===== config.mk =====
export PLATFORM = sky130hd
export DESIGN_NAME = asc_sequencer
export DESIGN_NICKNAME = d
export VERILOG_FILES = /design/src/logic/asc_pkg.sv /design/src/logic/asc_clkdiv.sv /design/src/logic/asc_word16.sv /design/src/logic/asc_sequencer.sv
export SDC_FILE = /design/constraint.sdc
export NUM_CORES = 1
export LEC_CHECK = 0
export BUFFER_PORTS_ARGS = -buffer_cell sky130_fd_sc_hd__buf_2
export CORE_ASPECT_RATIO = 0.8
export CORE_MARGIN = 10
export CORE_UTILIZATION = 56
export DETAILED_ROUTE_END_ITERATION = 10
export PLACE_DENSITY = 0.82
export SETUP_SLACK_MARGIN = 0.15
export SYNTH_ARGS = -nofsm -noshare
export SYNTH_HDL_FRONTEND = slang
export SYNTH_SLANG_ARGS = --single-unit

===== constraint.sdc =====
create_clock -name clk -period 4.03 [get_ports clk]
set_input_delay 0.806 -clock clk [delete_from_list [all_inputs] [get_ports clk]]
set_output_delay 0.806 -clock clk [all_outputs]
set_load 0.005 [all_outputs]

===== src/logic/asc_pkg.sv =====
// How it works
// - Startup wait 0..256 converter clocks by code
// - Startup wait also after deep sleep wake
// - Dither increments gap after each sample, wraps
// - Gap between samples equals gap field
// - Window mode selects compare condition
// - Sampling lasts two plus extension cycles
// - Channel change waits for conversion end
// - Channel codes decode to inputs and internals
// - Start bit starts, reads busy, self-clears
// - Writing zero to start bit aborts
// - Event starts conversion when enabled
// - Interrupt needs flag and enable both
// - Window checked at measurement end
// - Done flag set per new result
// - Flags clear by write-one or result read
// - Debug halt freezes unless run enabled
// - One shared byte buffer for 16-bit access
// - Low byte at base, high at base+1
// - Samples saturate to ten-bit range
// - Accumulate 1 to 64 samples by code
// - Truncate select drops two low bits
// - Converter clock divides by 2 to 256
// - Window applies to accumulated value only
`default_nettype none
package asc_pkg;
	// ==========================================
	// Register offsets
	localparam logic [4:0] OFS_CTRL_A    = 5'h00;
	localparam logic [4:0] OFS_ACCUM     = 5'h01;
	localparam logic [4:0] OFS_CLKDIV    = 5'h02;
	localparam logic [4:0] OFS_STARTUP   = 5'h03;
	localparam logic [4:0] OFS_WINMODE   = 5'h04;
	localparam logic [4:0] OFS_SAMPTIME  = 5'h05;
	localparam logic [4:0] OFS_CHANNEL   = 5'h06;
	localparam logic [4:0] OFS_COMMAND   = 5'h08;
	localparam logic [4:0] OFS_EVENT_TRIGGER_CTRL    = 5'h09;
	localparam logic [4:0] OFS_INTEN     = 5'h0A;
	localparam logic [4:0] OFS_INTERRUPT_FLAGS  = 5'h0B;
	localparam logic [4:0] OFS_DEBUG     = 5'h0C;
	localparam logic [4:0] OFS_BUFFER    = 5'h0D;
	localparam logic [4:0] OFS_RESULT    = 5'h10;
	localparam logic [4:0] OFS_WINLOW    = 5'h12;
	localparam logic [4:0] OFS_WINHIGH   = 5'h14;
	localparam logic [4:0] OFS_HI_STEP   = 5'h01;
	localparam logic [7:0] RESET_BYTE    = 8'h00;
	// ==========================================
	// Field positions
	localparam int BIT_ENABLE   = 0;
	localparam int BIT_TRUNC    = 2;
	localparam int BIT_DITHER   = 4;
	localparam int BIT_DONE     = 0;
	localparam int BIT_WIN      = 1;
	// ==========================================
	// Codes and counts
	localparam logic [2:0] WIN_NONE    = 3'h0;
	localparam logic [2:0] WIN_BELOW   = 3'h1;
	localparam logic [2:0] WIN_ABOVE   = 3'h2;
	localparam logic [2:0] WIN_INSIDE  = 3'h3;
	localparam logic [2:0] WIN_OUTSIDE = 3'h4;
	localparam logic [2:0] STARTUP_MAX = 3'h5;
	localparam logic [2:0] ACCUM_MAX   = 3'h6;
	localparam logic [8:0] STARTUP_UNIT = 9'h010;
	localparam logic [5:0] SAMPLE_BASE = 6'h02;
	localparam logic [9:0] SAMPLE_FULL = 10'h3FF;
	localparam logic [4:0] CH_EXT_LAST = 5'h0B;
	localparam logic [4:0] CH_INT_FIRST = 5'h1B;
	// Converter busy time for the successive approximation steps
	localparam logic [3:0] CONV_CYCLES = 4'hB;

	typedef enum logic [2:0] {ASC_IDLE, ASC_STARTUP, ASC_SAMPLE, ASC_CONVERT, ASC_GAP} asc_state_t;

	typedef struct packed {
		logic       valid;
		logic [4:0] addr;
		logic [7:0] data;
	} asc_wr_t;

	typedef struct packed {
		logic [4:0] channel;
		logic       channel_ok;
		logic       sample_open;
		logic       convert;
	} asc_front_t;
endpackage : asc_pkg
`default_nettype wire


===== src/logic/asc_clkdiv.sv =====
`timescale 1ns/1ps
`default_nettype none
module asc_clkdiv (
	// Clock and reset
	input  wire logic       clk,
	input  wire logic       arst_n,
	// Control
	input  wire logic       run,
	input  wire logic [2:0] div_sel,
	// Converter clock enable
	output logic            tick
);
	logic [7:0] count_reg;
	wire  [7:0] limit = 8'((9'h002 << div_sel) - 9'h001);

	// ==========================================
	// Divider
	assign tick = run && (count_reg >= limit);

	always_ff @(posedge clk or negedge arst_n) begin
		if (!arst_n) count_reg <= 8'h00;
		else if (!run || tick) count_reg <= 8'h00;
		else count_reg <= count_reg + 8'h01;
	end
endmodule : asc_clkdiv
`default_nettype wire


===== src/logic/asc_word16.sv =====
`timescale 1ns/1ps
`default_nettype none
module asc_word16 (
	// Clock and reset
	input  wire logic        clk,
	input  wire logic        arst_n,
	// Commit
	input  wire logic        wr_en,
	input  wire logic [15:0] wr_data,
	// Value
	output logic [15:0]      value
);
	// ==========================================
	// Threshold storage, both bytes at once
	always_ff @(posedge clk or negedge arst_n) begin
		if (!arst_n) value <= 16'h0000;
		else if (wr_en) value <= wr_data;
	end
endmodule : asc_word16
`default_nettype wire


===== src/logic/asc_sequencer.sv =====
`timescale 1ns/1ps
`default_nettype none
module asc_sequencer (
	// Clock and reset
	input  wire logic        clk,
	input  wire logic        arst_n,
	// Register port
	input  wire logic [4:0]  reg_addr,
	input  wire logic [7:0]  reg_wdata,
	input  wire logic        reg_wr,
	input  wire logic        reg_rd,
	output logic [7:0]       reg_rdata,
	// System
	input  wire logic        start_event,
	input  wire logic        debug_halted,
	input  wire logic        deep_sleep_wake,
	input  wire logic        internal_ref_sel,
	// Front end
	input  wire logic [9:0]  sample_code,
	input  wire logic        sample_over,
	input  wire logic        sample_under,
	output asc_pkg::asc_front_t front,
	// Interrupt request
	output logic             irq
);
	// ==========================================
	// Registers
	logic [7:0]  ctrl_a_reg, accum_reg, clkdiv_reg, startup_reg, winmode_reg;
	logic [7:0]  samptime_reg, chan_reg, event_trigger_ctrl_reg, inten_reg, debug_reg, buf_reg;
	logic [1:0]  flags_reg;
	logic        busy_reg;
	logic [15:0] result_reg, acc_reg;
	logic [4:0]  active_ch_reg;
	logic [8:0]  cnt_reg;
	logic [6:0]  nsamp_reg;
	logic        enable_q_reg, intref_q_reg, wake_pend_reg;
	asc_pkg::asc_state_t state_reg;
	logic [7:0]  rdata_reg;
	logic [15:0] win_low, win_high;

	// ==========================================
	// Decode
	function automatic logic [8:0] startup_len(input logic [2:0] code);
		if (code == 3'h0 || code > asc_pkg::STARTUP_MAX) startup_len = 9'h000;
		else startup_len = 9'(asc_pkg::STARTUP_UNIT << (code - 3'h1));
	endfunction : startup_len

	function automatic logic hit(input logic [4:0] a, input logic [4:0] base);
		hit = (a == base) || (a == base + asc_pkg::OFS_HI_STEP);
	endfunction : hit

	wire       wr_cmd     = reg_wr && reg_addr == asc_pkg::OFS_COMMAND;
	wire       start_sw   = wr_cmd && reg_wdata[0];
	wire       abort_sw   = wr_cmd && !reg_wdata[0] && busy_reg;
	wire       halted     = debug_halted && !debug_reg[0];
	wire       start_ev   = start_event && event_trigger_ctrl_reg[0] && !halted;
	wire       enabled    = ctrl_a_reg[asc_pkg::BIT_ENABLE];
	wire       start_req  = enabled && !busy_reg && (start_sw || start_ev);
	// A zero-length wait skips the startup state instead of costing one tick
	wire [8:0] wait_len   = startup_len(startup_reg[7:5]);
	wire       use_wait   = wake_pend_reg && wait_len != 9'h000;
	wire       res_lo_rd  = reg_rd && reg_addr == asc_pkg::OFS_RESULT;
	wire       wr_hi_low  = reg_wr && reg_addr == asc_pkg::OFS_WINLOW + asc_pkg::OFS_HI_STEP;
	wire       wr_hi_high = reg_wr && reg_addr == asc_pkg::OFS_WINHIGH + asc_pkg::OFS_HI_STEP;
	wire       tick;
	wire       truncate   = ctrl_a_reg[asc_pkg::BIT_TRUNC];
	wire [2:0] acc_code   = accum_reg[2:0] > asc_pkg::ACCUM_MAX ? 3'h0 : accum_reg[2:0];
	wire [6:0] acc_total  = 7'(7'h01 << acc_code);
	wire [9:0] clipped    = sample_over ? asc_pkg::SAMPLE_FULL : sample_under ? 10'h000 : sample_code;
	wire [9:0] sample_val = truncate ? {2'h0, clipped[9:2]} : clipped;
	wire [15:0] acc_sum   = acc_reg + {6'h00, sample_val};
	wire       conv_end   = state_reg == asc_pkg::ASC_CONVERT && tick && cnt_reg == 9'h000;
	wire       last_samp  = nsamp_reg + 7'h01 >= acc_total;
	wire       meas_done  = conv_end && last_samp;
	wire       win_low_lt = acc_sum < win_low;
	wire       win_hi_gt  = acc_sum > win_high;
	logic      win_match;

	// Window on final accumulated value only
	always_comb begin
		case (winmode_reg[2:0])
			asc_pkg::WIN_BELOW:   win_match = win_low_lt;
			asc_pkg::WIN_ABOVE:   win_match = win_hi_gt;
			asc_pkg::WIN_INSIDE:  win_match = acc_sum > win_low && acc_sum < win_high;
			asc_pkg::WIN_OUTSIDE: win_match = win_low_lt || win_hi_gt;
			default:              win_match = 1'b0;
		endcase
	end

	asc_clkdiv u_div (
		.clk     (clk),
		.arst_n  (arst_n),
		.run     (busy_reg && !halted),
		.div_sel (clkdiv_reg[2:0]),
		.tick    (tick)
	);

	asc_word16 u_win_low (
		.clk     (clk),
		.arst_n  (arst_n),
		.wr_en   (wr_hi_low),
		.wr_data ({reg_wdata, buf_reg}),
		.value   (win_low)
	);

	asc_word16 u_win_high (
		.clk     (clk),
		.arst_n  (arst_n),
		.wr_en   (wr_hi_high),
		.wr_data ({reg_wdata, buf_reg}),
		.value   (win_high)
	);

	// ==========================================
	// Front end and interrupt
	wire ch_ok = active_ch_reg <= asc_pkg::CH_EXT_LAST || active_ch_reg >= asc_pkg::CH_INT_FIRST;
	assign front = '{channel: active_ch_reg, channel_ok: ch_ok,
		sample_open: state_reg == asc_pkg::ASC_SAMPLE || state_reg == asc_pkg::ASC_GAP,
		convert: state_reg == asc_pkg::ASC_CONVERT};
	assign irq = |(flags_reg & inten_reg[1:0]);
	assign reg_rdata = rdata_reg;

	// ==========================================
	// Plain control registers
	always_ff @(posedge clk or negedge arst_n) begin
		if (!arst_n) begin
			ctrl_a_reg   <= asc_pkg::RESET_BYTE;
			accum_reg    <= asc_pkg::RESET_BYTE;
			clkdiv_reg   <= asc_pkg::RESET_BYTE;
			winmode_reg  <= asc_pkg::RESET_BYTE;
			samptime_reg <= asc_pkg::RESET_BYTE;
			chan_reg     <= asc_pkg::RESET_BYTE;
			event_trigger_ctrl_reg   <= asc_pkg::RESET_BYTE;
			inten_reg    <= asc_pkg::RESET_BYTE;
			debug_reg    <= asc_pkg::RESET_BYTE;
		end else if (reg_wr) begin
			case (reg_addr)
				asc_pkg::OFS_CTRL_A:   ctrl_a_reg   <= reg_wdata & 8'h85;
				asc_pkg::OFS_ACCUM:    accum_reg    <= reg_wdata & 8'h07;
				asc_pkg::OFS_CLKDIV:   clkdiv_reg   <= reg_wdata & 8'h77;
				asc_pkg::OFS_WINMODE:  winmode_reg  <= reg_wdata & 8'h07;
				asc_pkg::OFS_SAMPTIME: samptime_reg <= reg_wdata & 8'h1F;
				asc_pkg::OFS_CHANNEL:  chan_reg     <= reg_wdata & 8'h1F;
				asc_pkg::OFS_EVENT_TRIGGER_CTRL:   event_trigger_ctrl_reg   <= reg_wdata & 8'h01;
				asc_pkg::OFS_INTEN:    inten_reg    <= reg_wdata & 8'h03;
				asc_pkg::OFS_DEBUG:    debug_reg    <= reg_wdata & 8'h01;
				default: ;
			endcase
		end
	end

	// ==========================================
	// Shared buffer and read data
	logic [7:0] rd_mux;
	always_comb begin
		case (reg_addr)
			asc_pkg::OFS_CTRL_A:   rd_mux = ctrl_a_reg;
			asc_pkg::OFS_ACCUM:    rd_mux = accum_reg;
			asc_pkg::OFS_CLKDIV:   rd_mux = clkdiv_reg;
			asc_pkg::OFS_STARTUP:  rd_mux = startup_reg;
			asc_pkg::OFS_WINMODE:  rd_mux = winmode_reg;
			asc_pkg::OFS_SAMPTIME: rd_mux = samptime_reg;
			asc_pkg::OFS_CHANNEL:  rd_mux = chan_reg;
			asc_pkg::OFS_COMMAND:  rd_mux = {7'h00, busy_reg};
			asc_pkg::OFS_EVENT_TRIGGER_CTRL:   rd_mux = event_trigger_ctrl_reg;
			asc_pkg::OFS_INTEN:    rd_mux = inten_reg;
			asc_pkg::OFS_INTERRUPT_FLAGS: rd_mux = {6'h00, flags_reg};
			asc_pkg::OFS_DEBUG:    rd_mux = debug_reg;
			asc_pkg::OFS_BUFFER:   rd_mux = buf_reg;
			asc_pkg::OFS_RESULT:   rd_mux = result_reg[7:0];
			asc_pkg::OFS_WINLOW:   rd_mux = win_low[7:0];
			asc_pkg::OFS_WINHIGH:  rd_mux = win_high[7:0];
			default:               rd_mux = hit(reg_addr, asc_pkg::OFS_RESULT) || hit(reg_addr, asc_pkg::OFS_WINLOW)
				|| hit(reg_addr, asc_pkg::OFS_WINHIGH) ? buf_reg : 8'h00;
		endcase
	end

	// Low-byte read latches the high byte so the pair stays coherent
	always_ff @(posedge clk or negedge arst_n) begin
		if (!arst_n) begin
			buf_reg   <= asc_pkg::RESET_BYTE;
			rdata_reg <= asc_pkg::RESET_BYTE;
		end else begin
			rdata_reg <= reg_rd ? rd_mux : 8'h00;
			if (reg_wr && (reg_addr == asc_pkg::OFS_BUFFER || reg_addr == asc_pkg::OFS_WINLOW
				|| reg_addr == asc_pkg::OFS_WINHIGH))
				buf_reg <= reg_wdata;
			else if (res_lo_rd) buf_reg <= result_reg[15:8];
			else if (reg_rd && reg_addr == asc_pkg::OFS_WINLOW) buf_reg <= win_low[15:8];
			else if (reg_rd && reg_addr == asc_pkg::OFS_WINHIGH) buf_reg <= win_high[15:8];
		end
	end

	// ==========================================
	// Flags: set wins over clear
	wire [1:0] clr = (reg_wr && reg_addr == asc_pkg::OFS_INTERRUPT_FLAGS ? reg_wdata[1:0] : 2'b00)
		| {2{res_lo_rd}};
	wire [1:0] set = {meas_done && win_match, meas_done};

	always_ff @(posedge clk or negedge arst_n) begin
		if (!arst_n) flags_reg <= 2'b00;
		else flags_reg <= (flags_reg & ~clr) | set;
	end

	// ==========================================
	// Startup and gap control, wake tracking
	wire wake_trig = enabled && (!enable_q_reg || (internal_ref_sel && !intref_q_reg) || deep_sleep_wake);

	always_ff @(posedge clk or negedge arst_n) begin
		if (!arst_n) begin
			startup_reg   <= asc_pkg::RESET_BYTE;
			enable_q_reg  <= 1'b0;
			intref_q_reg  <= 1'b0;
			wake_pend_reg <= 1'b0;
		end else begin
			enable_q_reg <= enabled;
			intref_q_reg <= internal_ref_sel;
			if (reg_wr && reg_addr == asc_pkg::OFS_STARTUP) startup_reg <= reg_wdata;
			else if (conv_end && startup_reg[asc_pkg::BIT_DITHER])
				startup_reg[3:0] <= startup_reg[3:0] + 4'h1;
			if (wake_trig) wake_pend_reg <= 1'b1;
			else if (start_req) wake_pend_reg <= 1'b0;
		end
	end

	// ==========================================
	// Sequencer
	always_ff @(posedge clk or negedge arst_n) begin
		if (!arst_n) begin
			state_reg     <= asc_pkg::ASC_IDLE;
			busy_reg      <= 1'b0;
			cnt_reg       <= 9'h000;
			nsamp_reg     <= 7'h00;
			acc_reg       <= 16'h0000;
			result_reg    <= 16'h0000;
			active_ch_reg <= 5'h00;
		end else if (abort_sw || !enabled) begin
			state_reg <= asc_pkg::ASC_IDLE;
			busy_reg  <= 1'b0;
		end else if (start_req) begin
			busy_reg      <= 1'b1;
			active_ch_reg <= chan_reg[4:0];
			nsamp_reg     <= 7'h00;
			acc_reg       <= 16'h0000;
			state_reg     <= use_wait ? asc_pkg::ASC_STARTUP : asc_pkg::ASC_SAMPLE;
			cnt_reg       <= use_wait ? wait_len - 9'h001 : 9'({1'b0, samptime_reg[4:0]}
				+ asc_pkg::SAMPLE_BASE) - 9'h001;
		end else if (tick) begin
			case (state_reg)
				asc_pkg::ASC_STARTUP, asc_pkg::ASC_SAMPLE, asc_pkg::ASC_GAP: begin
					if (cnt_reg != 9'h000) cnt_reg <= cnt_reg - 9'h001;
					else if (state_reg == asc_pkg::ASC_SAMPLE) begin
						state_reg <= asc_pkg::ASC_CONVERT;
						cnt_reg   <= 9'(asc_pkg::CONV_CYCLES);
					end else begin
						state_reg <= asc_pkg::ASC_SAMPLE;
						cnt_reg   <= 9'({1'b0, samptime_reg[4:0]} + asc_pkg::SAMPLE_BASE) - 9'h001;
					end
				end
				asc_pkg::ASC_CONVERT: begin
					if (cnt_reg != 9'h000) cnt_reg <= cnt_reg - 9'h001;
					else if (last_samp) begin
						result_reg <= acc_sum;
						busy_reg   <= 1'b0;
						state_reg  <= asc_pkg::ASC_IDLE;
					end else begin
						acc_reg   <= acc_sum;
						nsamp_reg <= nsamp_reg + 7'h01;
						if (startup_reg[3:0] == 4'h0) begin
							state_reg <= asc_pkg::ASC_SAMPLE;
							cnt_reg   <= 9'({1'b0, samptime_reg[4:0]} + asc_pkg::SAMPLE_BASE) - 9'h001;
						end else begin
							state_reg <= asc_pkg::ASC_GAP;
							cnt_reg   <= {5'h00, startup_reg[3:0]} - 9'h001;
						end
					end
				end
				default: state_reg <= asc_pkg::ASC_IDLE;
			endcase
		end
	end
endmodule : asc_sequencer
`default_nettype wire


==> metrics.txt, run 1 <==
# TYPE chip_impl_metric gauge
chip_impl_metric{name="drc",unit=""} 0
chip_impl_metric{name="total_leakage_power",unit="nW"} 5.267
chip_impl_info{name="crit_path_start_kind",value="register"} 1
chip_impl_metric{name="post-synth-top-area-fraction",unit="%"} 39.87
chip_impl_metric{name="wire_length_of_the_first_global_routing_pass",unit="um"} 44510
chip_impl_metric{name="flow.area_growth_from_synthesis",unit="%"} 17.05
chip_impl_info{name="cp_cell_sequence",value="buf_4, buf_6, mux2i_1, o21bai_1, ha_1, or2_2, a21o_1, buf_4, a31oi_2, xor2_2, inv_2, ha_4, nand4_1, or4_4, a21oi_1, or3_4, nor3b_2, a211oi_2, o21ai_1"} 1
chip_impl_metric{name="maxClockFrequency",unit="MHz"} 232.1
chip_impl_metric{name="drt_first_iter_violations",unit=""} 1223
chip_impl_info{name="synth_flop_cell",value="sky130_fd_sc_hd__dfrtp_1"} 1
chip_impl_metric{name="synth.cell_area",unit="um2"} 9729
chip_impl_metric{name="top_level_ports",unit=""} 50
chip_impl_metric{name="post_drt_wl_per_cell",unit="um"} 20.74
chip_impl_metric{name="drt_antenna_net_count",unit=""} 0
chip_impl_metric{name="worst_path_maximum_fanout",unit=""} 7
chip_impl_metric{name="setup_viol",unit=""} 1
chip_impl_metric{name="port-buffer-count",unit=""} 49
chip_impl_info{name="yosysTopAreaCell",value="sky130_fd_sc_hd__dfrtp_1"} 1
chip_impl_metric{name="die_width",unit="um"} 167.4
chip_impl_metric{name="starting_density_of_the_core",unit="%"} 56.51
chip_impl_metric{name="fin_total_pwr",unit="mW"} 6.318
chip_impl_metric{name="grt_start_max_net_pins",unit=""} 95
chip_impl_metric{name="cts_htree_levels",unit=""} 4
chip_impl_metric{name="hold-worst-slack",unit="ns"} 0.4694
chip_impl_info{name="cp-end-kind",value="register"} 1
chip_impl_metric{name="cellPowerDensity",unit="nW/um2"} 554.8
chip_impl_metric{name="grt_pass1_vias",unit=""} 8386
chip_impl_metric{name="clock-sinks",unit=""} 155
chip_impl_info{name="status",value="finished with violations"} 1
chip_impl_info{name="hold_class",value="primary input to asynchronous set/reset pin"} 1
chip_impl_metric{name="netlist-cell-type-count",unit=""} 80
chip_impl_metric{name="final_cycle_share",unit="%"} 106.9
chip_impl_metric{name="finalWirelength",unit="um"} 28640
chip_impl_info{name="synth_top_cells_by_area",value="sky130_fd_sc_hd__dfrtp_1, sky130_fd_sc_hd__ha_1, sky130_fd_sc_hd__nand2_1, sky130_fd_sc_hd__mux2_2, sky130_fd_sc_hd__o21ai_0"} 1
chip_impl_metric{name="finalWorstPathRequiredPeriod",unit="ns"} 4.308
chip_impl_metric{name="hpwlAfterDp",unit="um"} 19760
chip_impl_metric{name="drive_gt1_share",unit="%"} 21.73
chip_impl_metric{name="number_of_antenna_violations_at_the_first_check_in_global_routing",unit=""} 0
chip_impl_metric{name="path_clk_slew",unit="ns"} 0.06
chip_impl_metric{name="timing.critical_path.required",unit="ns"} 4.34
chip_impl_metric{name="grt_util_all_layers",unit="%"} 23.96
chip_impl_info{name="critical-path-top-delay-family",value="simple AND/OR/NAND/NOR gates"} 1
chip_impl_metric{name="num_rows",unit=""} 43
chip_impl_info{name="tritoncts",value="done"} 1
chip_impl_metric{name="hold_violations",unit=""} 0
chip_impl_metric{name="seq_area_frac_synth",unit="%"} 39.87
chip_impl_metric{name="area_of_the_die",unit="um2"} 23080
chip_impl_metric{name="timing.final.ws_setup",unit="ns"} -0.2778
chip_impl_metric{name="cts_buffers",unit=""} 17
chip_impl_metric{name="core_area",unit="um2"} 17220
chip_impl_metric{name="num-fill-cells",unit=""} 1298
chip_impl_metric{name="slew_headroom",unit="%"} 41.88
chip_impl_metric{name="worst_ep_arrival_time",unit="ns"} 4.61
chip_impl_metric{name="gpl.final_weighted_congestion",unit=""} 0.9663
chip_impl_metric{name="cts.path.max_buffers",unit=""} 2
chip_impl_metric{name="setup_tns",unit="ns"} -0.2778
chip_impl_metric{name="crit_buf_inv",unit=""} 4
chip_impl_metric{name="grt-ovfl-total",unit=""} 0
chip_impl_metric{name="drt_pass1_iterations",unit=""} 8
chip_impl_info{name="grt_setup_unrepaired",value="true"} 1
chip_impl_metric{name="synth-edff-count",unit=""} 0
chip_impl_metric{name="instance_area_after_placement",unit="um2"} 10470
chip_impl_metric{name="synth.avg_cell_area",unit="um2"} 9.187
chip_impl_info{name="violations",value="negative setup slack"} 1
chip_impl_metric{name="placed_cells_incl_taps",unit=""} 1337
chip_impl_metric{name="route.detailed.vias_per_inst",unit=""} 6.369
chip_impl_info{name="critical_path.most_common_cell",value="sky130_fd_sc_hd__buf_4"} 1
chip_impl_metric{name="ys_seq_elements",unit=""} 155
chip_impl_metric{name="slew_viol_final",unit=""} 0
chip_impl_metric{name="worst_path_largest_cell_delay",unit="ns"} 0.54
chip_impl_metric{name="dieHeight",unit="um"} 137.9
chip_impl_metric{name="synthCells",unit=""} 1059
chip_impl_metric{name="final-instance-count-excl-fill",unit=""} 1381
chip_impl_metric{name="async_flop_share",unit="%"} 100.0
chip_impl_metric{name="worst_skew_pair.late_latency",unit="ns"} 0.43
chip_impl_metric{name="clock-skew-final",unit="ns"} 0.01205
chip_impl_info{name="crit_type",value="register to register"} 1
chip_impl_info{name="yosysMostFrequentCell",value="sky130_fd_sc_hd__dfrtp_1"} 1
chip_impl_metric{name="fin_nets",unit=""} 1242
chip_impl_metric{name="worst_slew_pin_slew",unit="ns"} 0.8718
chip_impl_metric{name="vdd.ir_drop.worst",unit="V"} 0.0003153
chip_impl_metric{name="fin_area",unit="um2"} 11390
chip_impl_metric{name="via_count",unit=""} 8796
chip_impl_info{name="critical-path-slowest-cell",value="sky130_fd_sc_hd__or4_4"} 1
chip_impl_info{name="synth_top_cells_by_count",value="sky130_fd_sc_hd__dfrtp_1, sky130_fd_sc_hd__nand2_1, sky130_fd_sc_hd__o21ai_0"} 1
chip_impl_metric{name="synth_nets",unit=""} 1159
chip_impl_metric{name="cap_viol_max_count",unit=""} 0
chip_impl_metric{name="synth-warning-count",unit=""} 0
chip_impl_info{name="root_buffer",value="sky130_fd_sc_hd__clkbuf_16"} 1
-- placed cells by master (no fill, tap or decap), types with 6 or more instances in the layout --
master | synthesis | layout
sky130_fd_sc_hd__or3_1 | 11 | 10
sky130_fd_sc_hd__nor3_1 | 12 | 10
sky130_fd_sc_hd__inv_1 | 61 | 60
sky130_fd_sc_hd__a21o_1 | 12 | 12
sky130_fd_sc_hd__dfrtp_1 | 155 | 154
sky130_fd_sc_hd__nor2b_1 | 7 | 6
sky130_fd_sc_hd__a22o_1 | 6 | 6
sky130_fd_sc_hd__mux2_2 | 40 | 40
sky130_fd_sc_hd__o21ai_1 | 3 | 6
sky130_fd_sc_hd__a21oi_1 | 56 | 54
sky130_fd_sc_hd__nand2_1 | 144 | 143
sky130_fd_sc_hd__a211oi_1 | 11 | 9
sky130_fd_sc_hd__nand4_1 | 12 | 12
sky130_fd_sc_hd__nand3b_1 | 7 | 7
sky130_fd_sc_hd__o21bai_1 | 8 | 7
sky130_fd_sc_hd__clkbuf_16 | 0 | 17
sky130_fd_sc_hd__nand2b_1 | 12 | 12
sky130_fd_sc_hd__nand3_1 | 32 | 31
sky130_fd_sc_hd__o31ai_1 | 11 | 11
sky130_fd_sc_hd__a31oi_1 | 16 | 14
sky130_fd_sc_hd__ha_1 | 66 | 60
sky130_fd_sc_hd__mux2i_1 | 19 | 19
sky130_fd_sc_hd__o21ai_0 | 78 | 74
sky130_fd_sc_hd__nor2_1 | 62 | 59
sky130_fd_sc_hd__xor2_1 | 22 | 19
sky130_fd_sc_hd__o211ai_1 | 8 | 8
sky130_fd_sc_hd__a222oi_1 | 6 | 6
sky130_fd_sc_hd__buf_4 | 2 | 60
sky130_fd_sc_hd__xnor2_1 | 19 | 17
sky130_fd_sc_hd__a221oi_1 | 8 | 8
sky130_fd_sc_hd__or3b_2 | 6 | 6
sky130_fd_sc_hd__and3_1 | 7 | 7
sky130_fd_sc_hd__a22oi_1 | 13 | 13
sky130_fd_sc_hd__buf_2 | 16 | 48
-- layout make-up --
class	instances	area (um2)	area share, %
Timing Repair Buffer	111	733.2	6.438
Inverter	61	229.0	2.011
Antenna cell	1	2.502	0.02197
Sequential cell	155	3880	34.07
Clock inverter	12	138.9	1.220
Tap cell	225	281.5	2.472
Clock buffer	20	466.7	4.098
Multi-Input combinational cell	796	5657	49.67
-- what timing repair did --
item	CTS	global route
hold buffers	0	0
setup endpoints to repair	1	4
setup buffers	4	7
gates cloned	0	0
resized for setup	15	27
pin swaps	9	16
-- cells by family (layout without fill, tap and decap cells) --
kind of cell | after synthesis | after routing | synth area share [%]
buffers and inverters | 108 | 204 | 4.450
AND/OR/NAND/NOR | 351 | 351 | 17.95
AO/OA/AOI/OAI | 277 | 277 | 18.65
multiplexers | 60 | 60 | 6.700
XOR/XNOR | 41 | 41 | 3.691
other | 0 | 1 | 0
adder cells (fa/ha/maj) | 67 | 67 | 8.693
flip-flops | 155 | 155 | 39.87
-- layer usage --
layer	global-route usage, %	share of wire, %	wire length, um
met1	31.82	41	11670
met2	36.13	44	12730
met3	6.856	12	3311
met4	10.18	3.3	931
met5	0	0	0
-- power breakdown --
| group | switching (mW) | internal [mW] | leakage [nW] | total [mW] |
|---|---|---|---|---|
| Sequential | 0.288 | 1.82 | 1.99 | 2.11 |
| Clock | 0.685 | 0.968 | 0.291 | 1.65 |
| Combinational | 1.43 | 1.13 | 2.99 | 2.56 |
-- final timing paths --
kind | startpoint | endpoint | slack [ns] | depth (start not counted)
max | ctrl_a_reg[2]$_DFFE_PN0P_ | flags_reg[1]$_DFF_PN0_ | -0.28 | 19
min | arst_n | nsamp_reg[6]$_DFFE_PN0P_ | 0.47 | 1
max reg2reg | ctrl_a_reg[2]$_DFFE_PN0P_ | flags_reg[1]$_DFF_PN0_ | -0.28 | 19
min reg2reg | acc_reg[6]$_DFFE_PN0P_ | acc_reg[6]$_DFFE_PN0P_ | 0.50 | 2
max in group asynchronous | arst_n | startup_reg[5]$_DFFE_PN0P_ | 2.73 | 2
min in group clk | internal_ref_sel | intref_q_reg$_DFF_PN0_ | 0.49 | 1
-- through the flow --
step	worst slack (ns)	util, %
3_3_place_gp	-0.5845	60.83
4_1_cts	-0.05108	64.88
6_report	-0.2778	66.15
5_1_grt	-0.4865	66.13
3_5_place_dp	-0.7161	60.83
2_1_floorplan	-0.2084	-
Note: power is estimated with default switching activity, not from simulation.
==> inputs of run 2 (changes only) <==
--- a/config.mk
+++ b/config.mk
@@ -10,7 +10,7 @@
 export CORE_MARGIN = 10
 export CORE_UTILIZATION = 56
 export DETAILED_ROUTE_END_ITERATION = 10
-export PLACE_DENSITY = 0.82
+export PLACE_DENSITY_LB_ADDON = 0.1
 export SETUP_SLACK_MARGIN = 0.15
 export SYNTH_ARGS = -nofsm -noshare
 export SYNTH_HDL_FRONTEND = slang
==> metrics.txt, run 2 (same netlist as run 1, synthesis figures left out) <==
# TYPE chip_impl_metric gauge
chip_impl_metric{name="wire_length_of_the_first_global_routing_pass",unit="um"} 44860
chip_impl_metric{name="worst_ep_arrival_time",unit="ns"} 4.37
chip_impl_metric{name="hold_violations",unit=""} 0
chip_impl_metric{name="cap_viol_max_count",unit=""} 0
chip_impl_info{name="mostFrequentLayoutCell",value="sky130_fd_sc_hd__dfrtp_1"} 1
chip_impl_metric{name="drt_first_iter_violations",unit=""} 1041
chip_impl_metric{name="core_area",unit="um2"} 17220
chip_impl_metric{name="worst_slew_pin_slew",unit="ns"} 1.003
chip_impl_info{name="timing.rr.end",value="flags_reg[1]$_DFF_PN0_"} 1
chip_impl_metric{name="die_width",unit="um"} 167.4
chip_impl_metric{name="port-buffer-count",unit=""} 49
chip_impl_info{name="most-common-layout-cells",value="sky130_fd_sc_hd__dfrtp_1, sky130_fd_sc_hd__nand2_1, sky130_fd_sc_hd__o21ai_0"} 1
chip_impl_metric{name="clock-skew-final",unit="ns"} 0.01328
chip_impl_info{name="critical-path-top-delay-family",value="simple AND/OR/NAND/NOR gates"} 1
chip_impl_metric{name="finalWorstPathRequiredPeriod",unit="ns"} 4.045
chip_impl_metric{name="worst_skew_pair.late_latency",unit="ns"} 0.44
chip_impl_metric{name="num_rows",unit=""} 43
chip_impl_metric{name="ff2ff_path_depth",unit=""} 20
chip_impl_info{name="critical_path.most_common_cell",value="sky130_fd_sc_hd__buf_4"} 1
chip_impl_metric{name="crit_buf_inv",unit=""} 3
chip_impl_metric{name="number_of_antenna_violations_at_the_first_check_in_global_routing",unit=""} 0
chip_impl_metric{name="post_drt_wl_per_cell",unit="um"} 20.51
chip_impl_metric{name="placed_cells_incl_taps",unit=""} 1343
chip_impl_info{name="crit_type",value="register to register"} 1
chip_impl_metric{name="grt_util_all_layers",unit="%"} 24.70
chip_impl_info{name="grt_setup_unrepaired",value="true"} 1
chip_impl_metric{name="path_clk_slew",unit="ns"} 0.07
chip_impl_metric{name="cellPowerDensity",unit="nW/um2"} 555.6
chip_impl_metric{name="drt_pass1_iterations",unit=""} 8
chip_impl_metric{name="top_level_ports",unit=""} 50
chip_impl_metric{name="final_cycle_share",unit="%"} 100.4
chip_impl_metric{name="grt-ovfl-total",unit=""} 0
chip_impl_metric{name="grt_pass1_vias",unit=""} 7969
chip_impl_metric{name="route.detailed.vias_per_inst",unit=""} 6.140
chip_impl_metric{name="vdd.ir_drop.worst",unit="V"} 0.0002974
chip_impl_metric{name="critical_path_stages",unit=""} 20
chip_impl_info{name="crit-reg2reg-launch",value="ctrl_a_reg[2]$_DFFE_PN0P_"} 1
chip_impl_metric{name="flow.area_growth_from_synthesis",unit="%"} 17.50
chip_impl_metric{name="final-instance-count-excl-fill",unit=""} 1383
chip_impl_metric{name="slew_headroom",unit="%"} 32.45
chip_impl_metric{name="worst_path_maximum_fanout",unit=""} 8
chip_impl_metric{name="starting_density_of_the_core",unit="%"} 56.51
chip_impl_metric{name="setup_viol",unit=""} 1
chip_impl_info{name="root_buffer",value="sky130_fd_sc_hd__clkbuf_16"} 1
chip_impl_metric{name="timing.final.ws_setup",unit="ns"} -0.01509
chip_impl_metric{name="timing.critical_path.required",unit="ns"} 4.35
chip_impl_metric{name="fin_nets",unit=""} 1247
chip_impl_metric{name="cts.path.max_buffers",unit=""} 2
chip_impl_metric{name="reg2reg_slack",unit="ns"} -0.02
chip_impl_info{name="tritoncts",value="done"} 1
chip_impl_metric{name="dieHeight",unit="um"} 137.9
chip_impl_info{name="cp-end-kind",value="register"} 1
chip_impl_metric{name="n_antenna_cell",unit=""} 0
chip_impl_info{name="status",value="finished with violations"} 1
chip_impl_metric{name="hpwlAfterDp",unit="um"} 20760
chip_impl_metric{name="maxClockFrequency",unit="MHz"} 247.2
chip_impl_metric{name="hold-worst-slack",unit="ns"} 0.3991
chip_impl_metric{name="slew_viol_final",unit=""} 0
chip_impl_metric{name="cts_htree_levels",unit=""} 4
chip_impl_metric{name="finalWirelength",unit="um"} 28370
chip_impl_metric{name="via_count",unit=""} 8491
chip_impl_info{name="violations",value="negative setup slack"} 1
chip_impl_metric{name="postLayoutCoreUtil",unit="%"} 66.40
chip_impl_info{name="cp-startpoint",value="ctrl_a_reg[2]$_DFFE_PN0P_"} 1
chip_impl_metric{name="total_leakage_power",unit="nW"} 5.297
chip_impl_metric{name="cts_buffers",unit=""} 17
chip_impl_metric{name="drive_gt1_share",unit="%"} 22.45
chip_impl_metric{name="drc",unit=""} 0
chip_impl_info{name="crit_path_start_kind",value="register"} 1
chip_impl_info{name="critical_path.endpoint",value="flags_reg[1]$_DFF_PN0_"} 1
chip_impl_metric{name="grt_start_max_net_pins",unit=""} 81
chip_impl_metric{name="worst_path_largest_cell_delay",unit="ns"} 0.51
chip_impl_info{name="hold_class",value="primary input to asynchronous set/reset pin"} 1
chip_impl_metric{name="gpl.final_weighted_congestion",unit=""} 0.9436
chip_impl_metric{name="drt_antenna_net_count",unit=""} 0
chip_impl_info{name="cp_cell_sequence",value="buf_6, mux2i_1, o21bai_1, ha_2, nor2b_2, o2111ai_2, nand3_2, a41oi_4, nor2_2, xor2_1, buf_4, ha_4, nand4_1, or4_4, a21oi_1, or3_1, buf_4, nor3_4, a211oi_2, o21ai_1"} 1
chip_impl_info{name="critical-path-slowest-cell",value="sky130_fd_sc_hd__or4_4"} 1
chip_impl_metric{name="area_of_the_die",unit="um2"} 23080
chip_impl_metric{name="clock-sinks",unit=""} 155
==> run 2: changes by cell type in the layout (fill, tap and decap cells not counted), sizes merged <==
cell,previous run,this run
clkbuf,20,21
buf,111,116
clkinv,5,2
clkinvlp,3,2
bufinv,2,3
diode,1,0
==> run 2: final cells by class <==
type,instances,area (um2)
Fill cell,1424,5784
Multi-Input combinational cell,796,5654
Sequential cell,155,3880
Timing Repair Buffer,116,770.7
Clock buffer,21,480.5
Tap cell,225,281.5
Inverter,61,229.0
Clock inverter,9,136.4
==> run 2: layer usage <==
layer | GRT usage (%) | part of all wire, % | up-vias
li1 | - | - | 3974
met1 | 36.46 | 47 | 4108
met2 | 34.69 | 41 | 367
met3 | 6.856 | 9.7 | 42
met4 | 6.467 | 1.8 | 0
met5 | 0 | 0 | -
==> run 2: what timing repair did <==
item | in CTS | in global routing
setup endpoints to repair | 1 | 9
buffers inserted | 5 | 5
pin swaps | 25 | 17
hold buffers | 0 | 0
resized for setup | 18 | 27
==> run 2: worst min-delay path by stage <==
stage / depth (start not counted) / start / slack, ns / to
floorplan: 0 / ctrl_a_reg[0]$_DFFE_PN0P_ / 0.42 / enable_q_reg$_DFF_PN0_
global placement: 2 / acc_reg[8]$_DFFE_PN0P_ / 0.47 / acc_reg[8]$_DFFE_PN0P_
detailed placement: 2 / acc_reg[7]$_DFFE_PN0P_ / 0.48 / acc_reg[7]$_DFFE_PN0P_
CTS: 1 / arst_n / 0.45 / acc_reg[0]$_DFFE_PN0P_
global route: 1 / arst_n / 0.45 / acc_reg[6]$_DFFE_PN0P_
finish: 1 / arst_n / 0.40 / acc_reg[6]$_DFFE_PN0P_
==> run 2: stage by stage <==
step | setup TNS [ns] | instance area [um2] | total power, mW | setup slack, ns
finish | -0.01509 | 11430 | 6.352 | -0.01509
CTS | -0.08348 | 11270 | 6.138 | -0.08348
global route | -0.2324 | 11430 | 6.749 | -0.2324
detailed placement | -0.6892 | 10520 | 4.356 | -0.6892
floorplan | -0.2084 | 9739 | 3.470 | -0.2084
global placement | -0.6099 | 10520 | 4.316 | -0.6099
==> run 2: worst register-to-register path: stages (launching register included) <==
cell and delay (ns):
sky130_fd_sc_hd__dfrtp_2 0.44, sky130_fd_sc_hd__buf_6 0.16, sky130_fd_sc_hd__mux2i_1 0.11, sky130_fd_sc_hd__o21bai_1 0.14, sky130_fd_sc_hd__ha_2 0.30, sky130_fd_sc_hd__nor2b_2 0.16, sky130_fd_sc_hd__o2111ai_2 0.19, sky130_fd_sc_hd__nand3_2 0.14
sky130_fd_sc_hd__a41oi_4 0.32, sky130_fd_sc_hd__nor2_2 0.08, sky130_fd_sc_hd__xor2_1 0.18, sky130_fd_sc_hd__buf_4 0.17, sky130_fd_sc_hd__ha_4 0.26, sky130_fd_sc_hd__nand4_1 0.14, sky130_fd_sc_hd__or4_4 0.51, sky130_fd_sc_hd__a21oi_1 0.12
sky130_fd_sc_hd__or3_1 0.13, sky130_fd_sc_hd__buf_4 0.12, sky130_fd_sc_hd__nor3_4 0.04, sky130_fd_sc_hd__a211oi_2 0.16, sky130_fd_sc_hd__o21ai_1 0.08
==> run 2: power by group <==
group	leakage, nW	switching [mW]	total, mW	internal [mW]
registers	1.99	0.296	2.12	1.82
clock network	0.298	0.671	1.71	1.04
logic	3.01	1.37	2.53	1.15
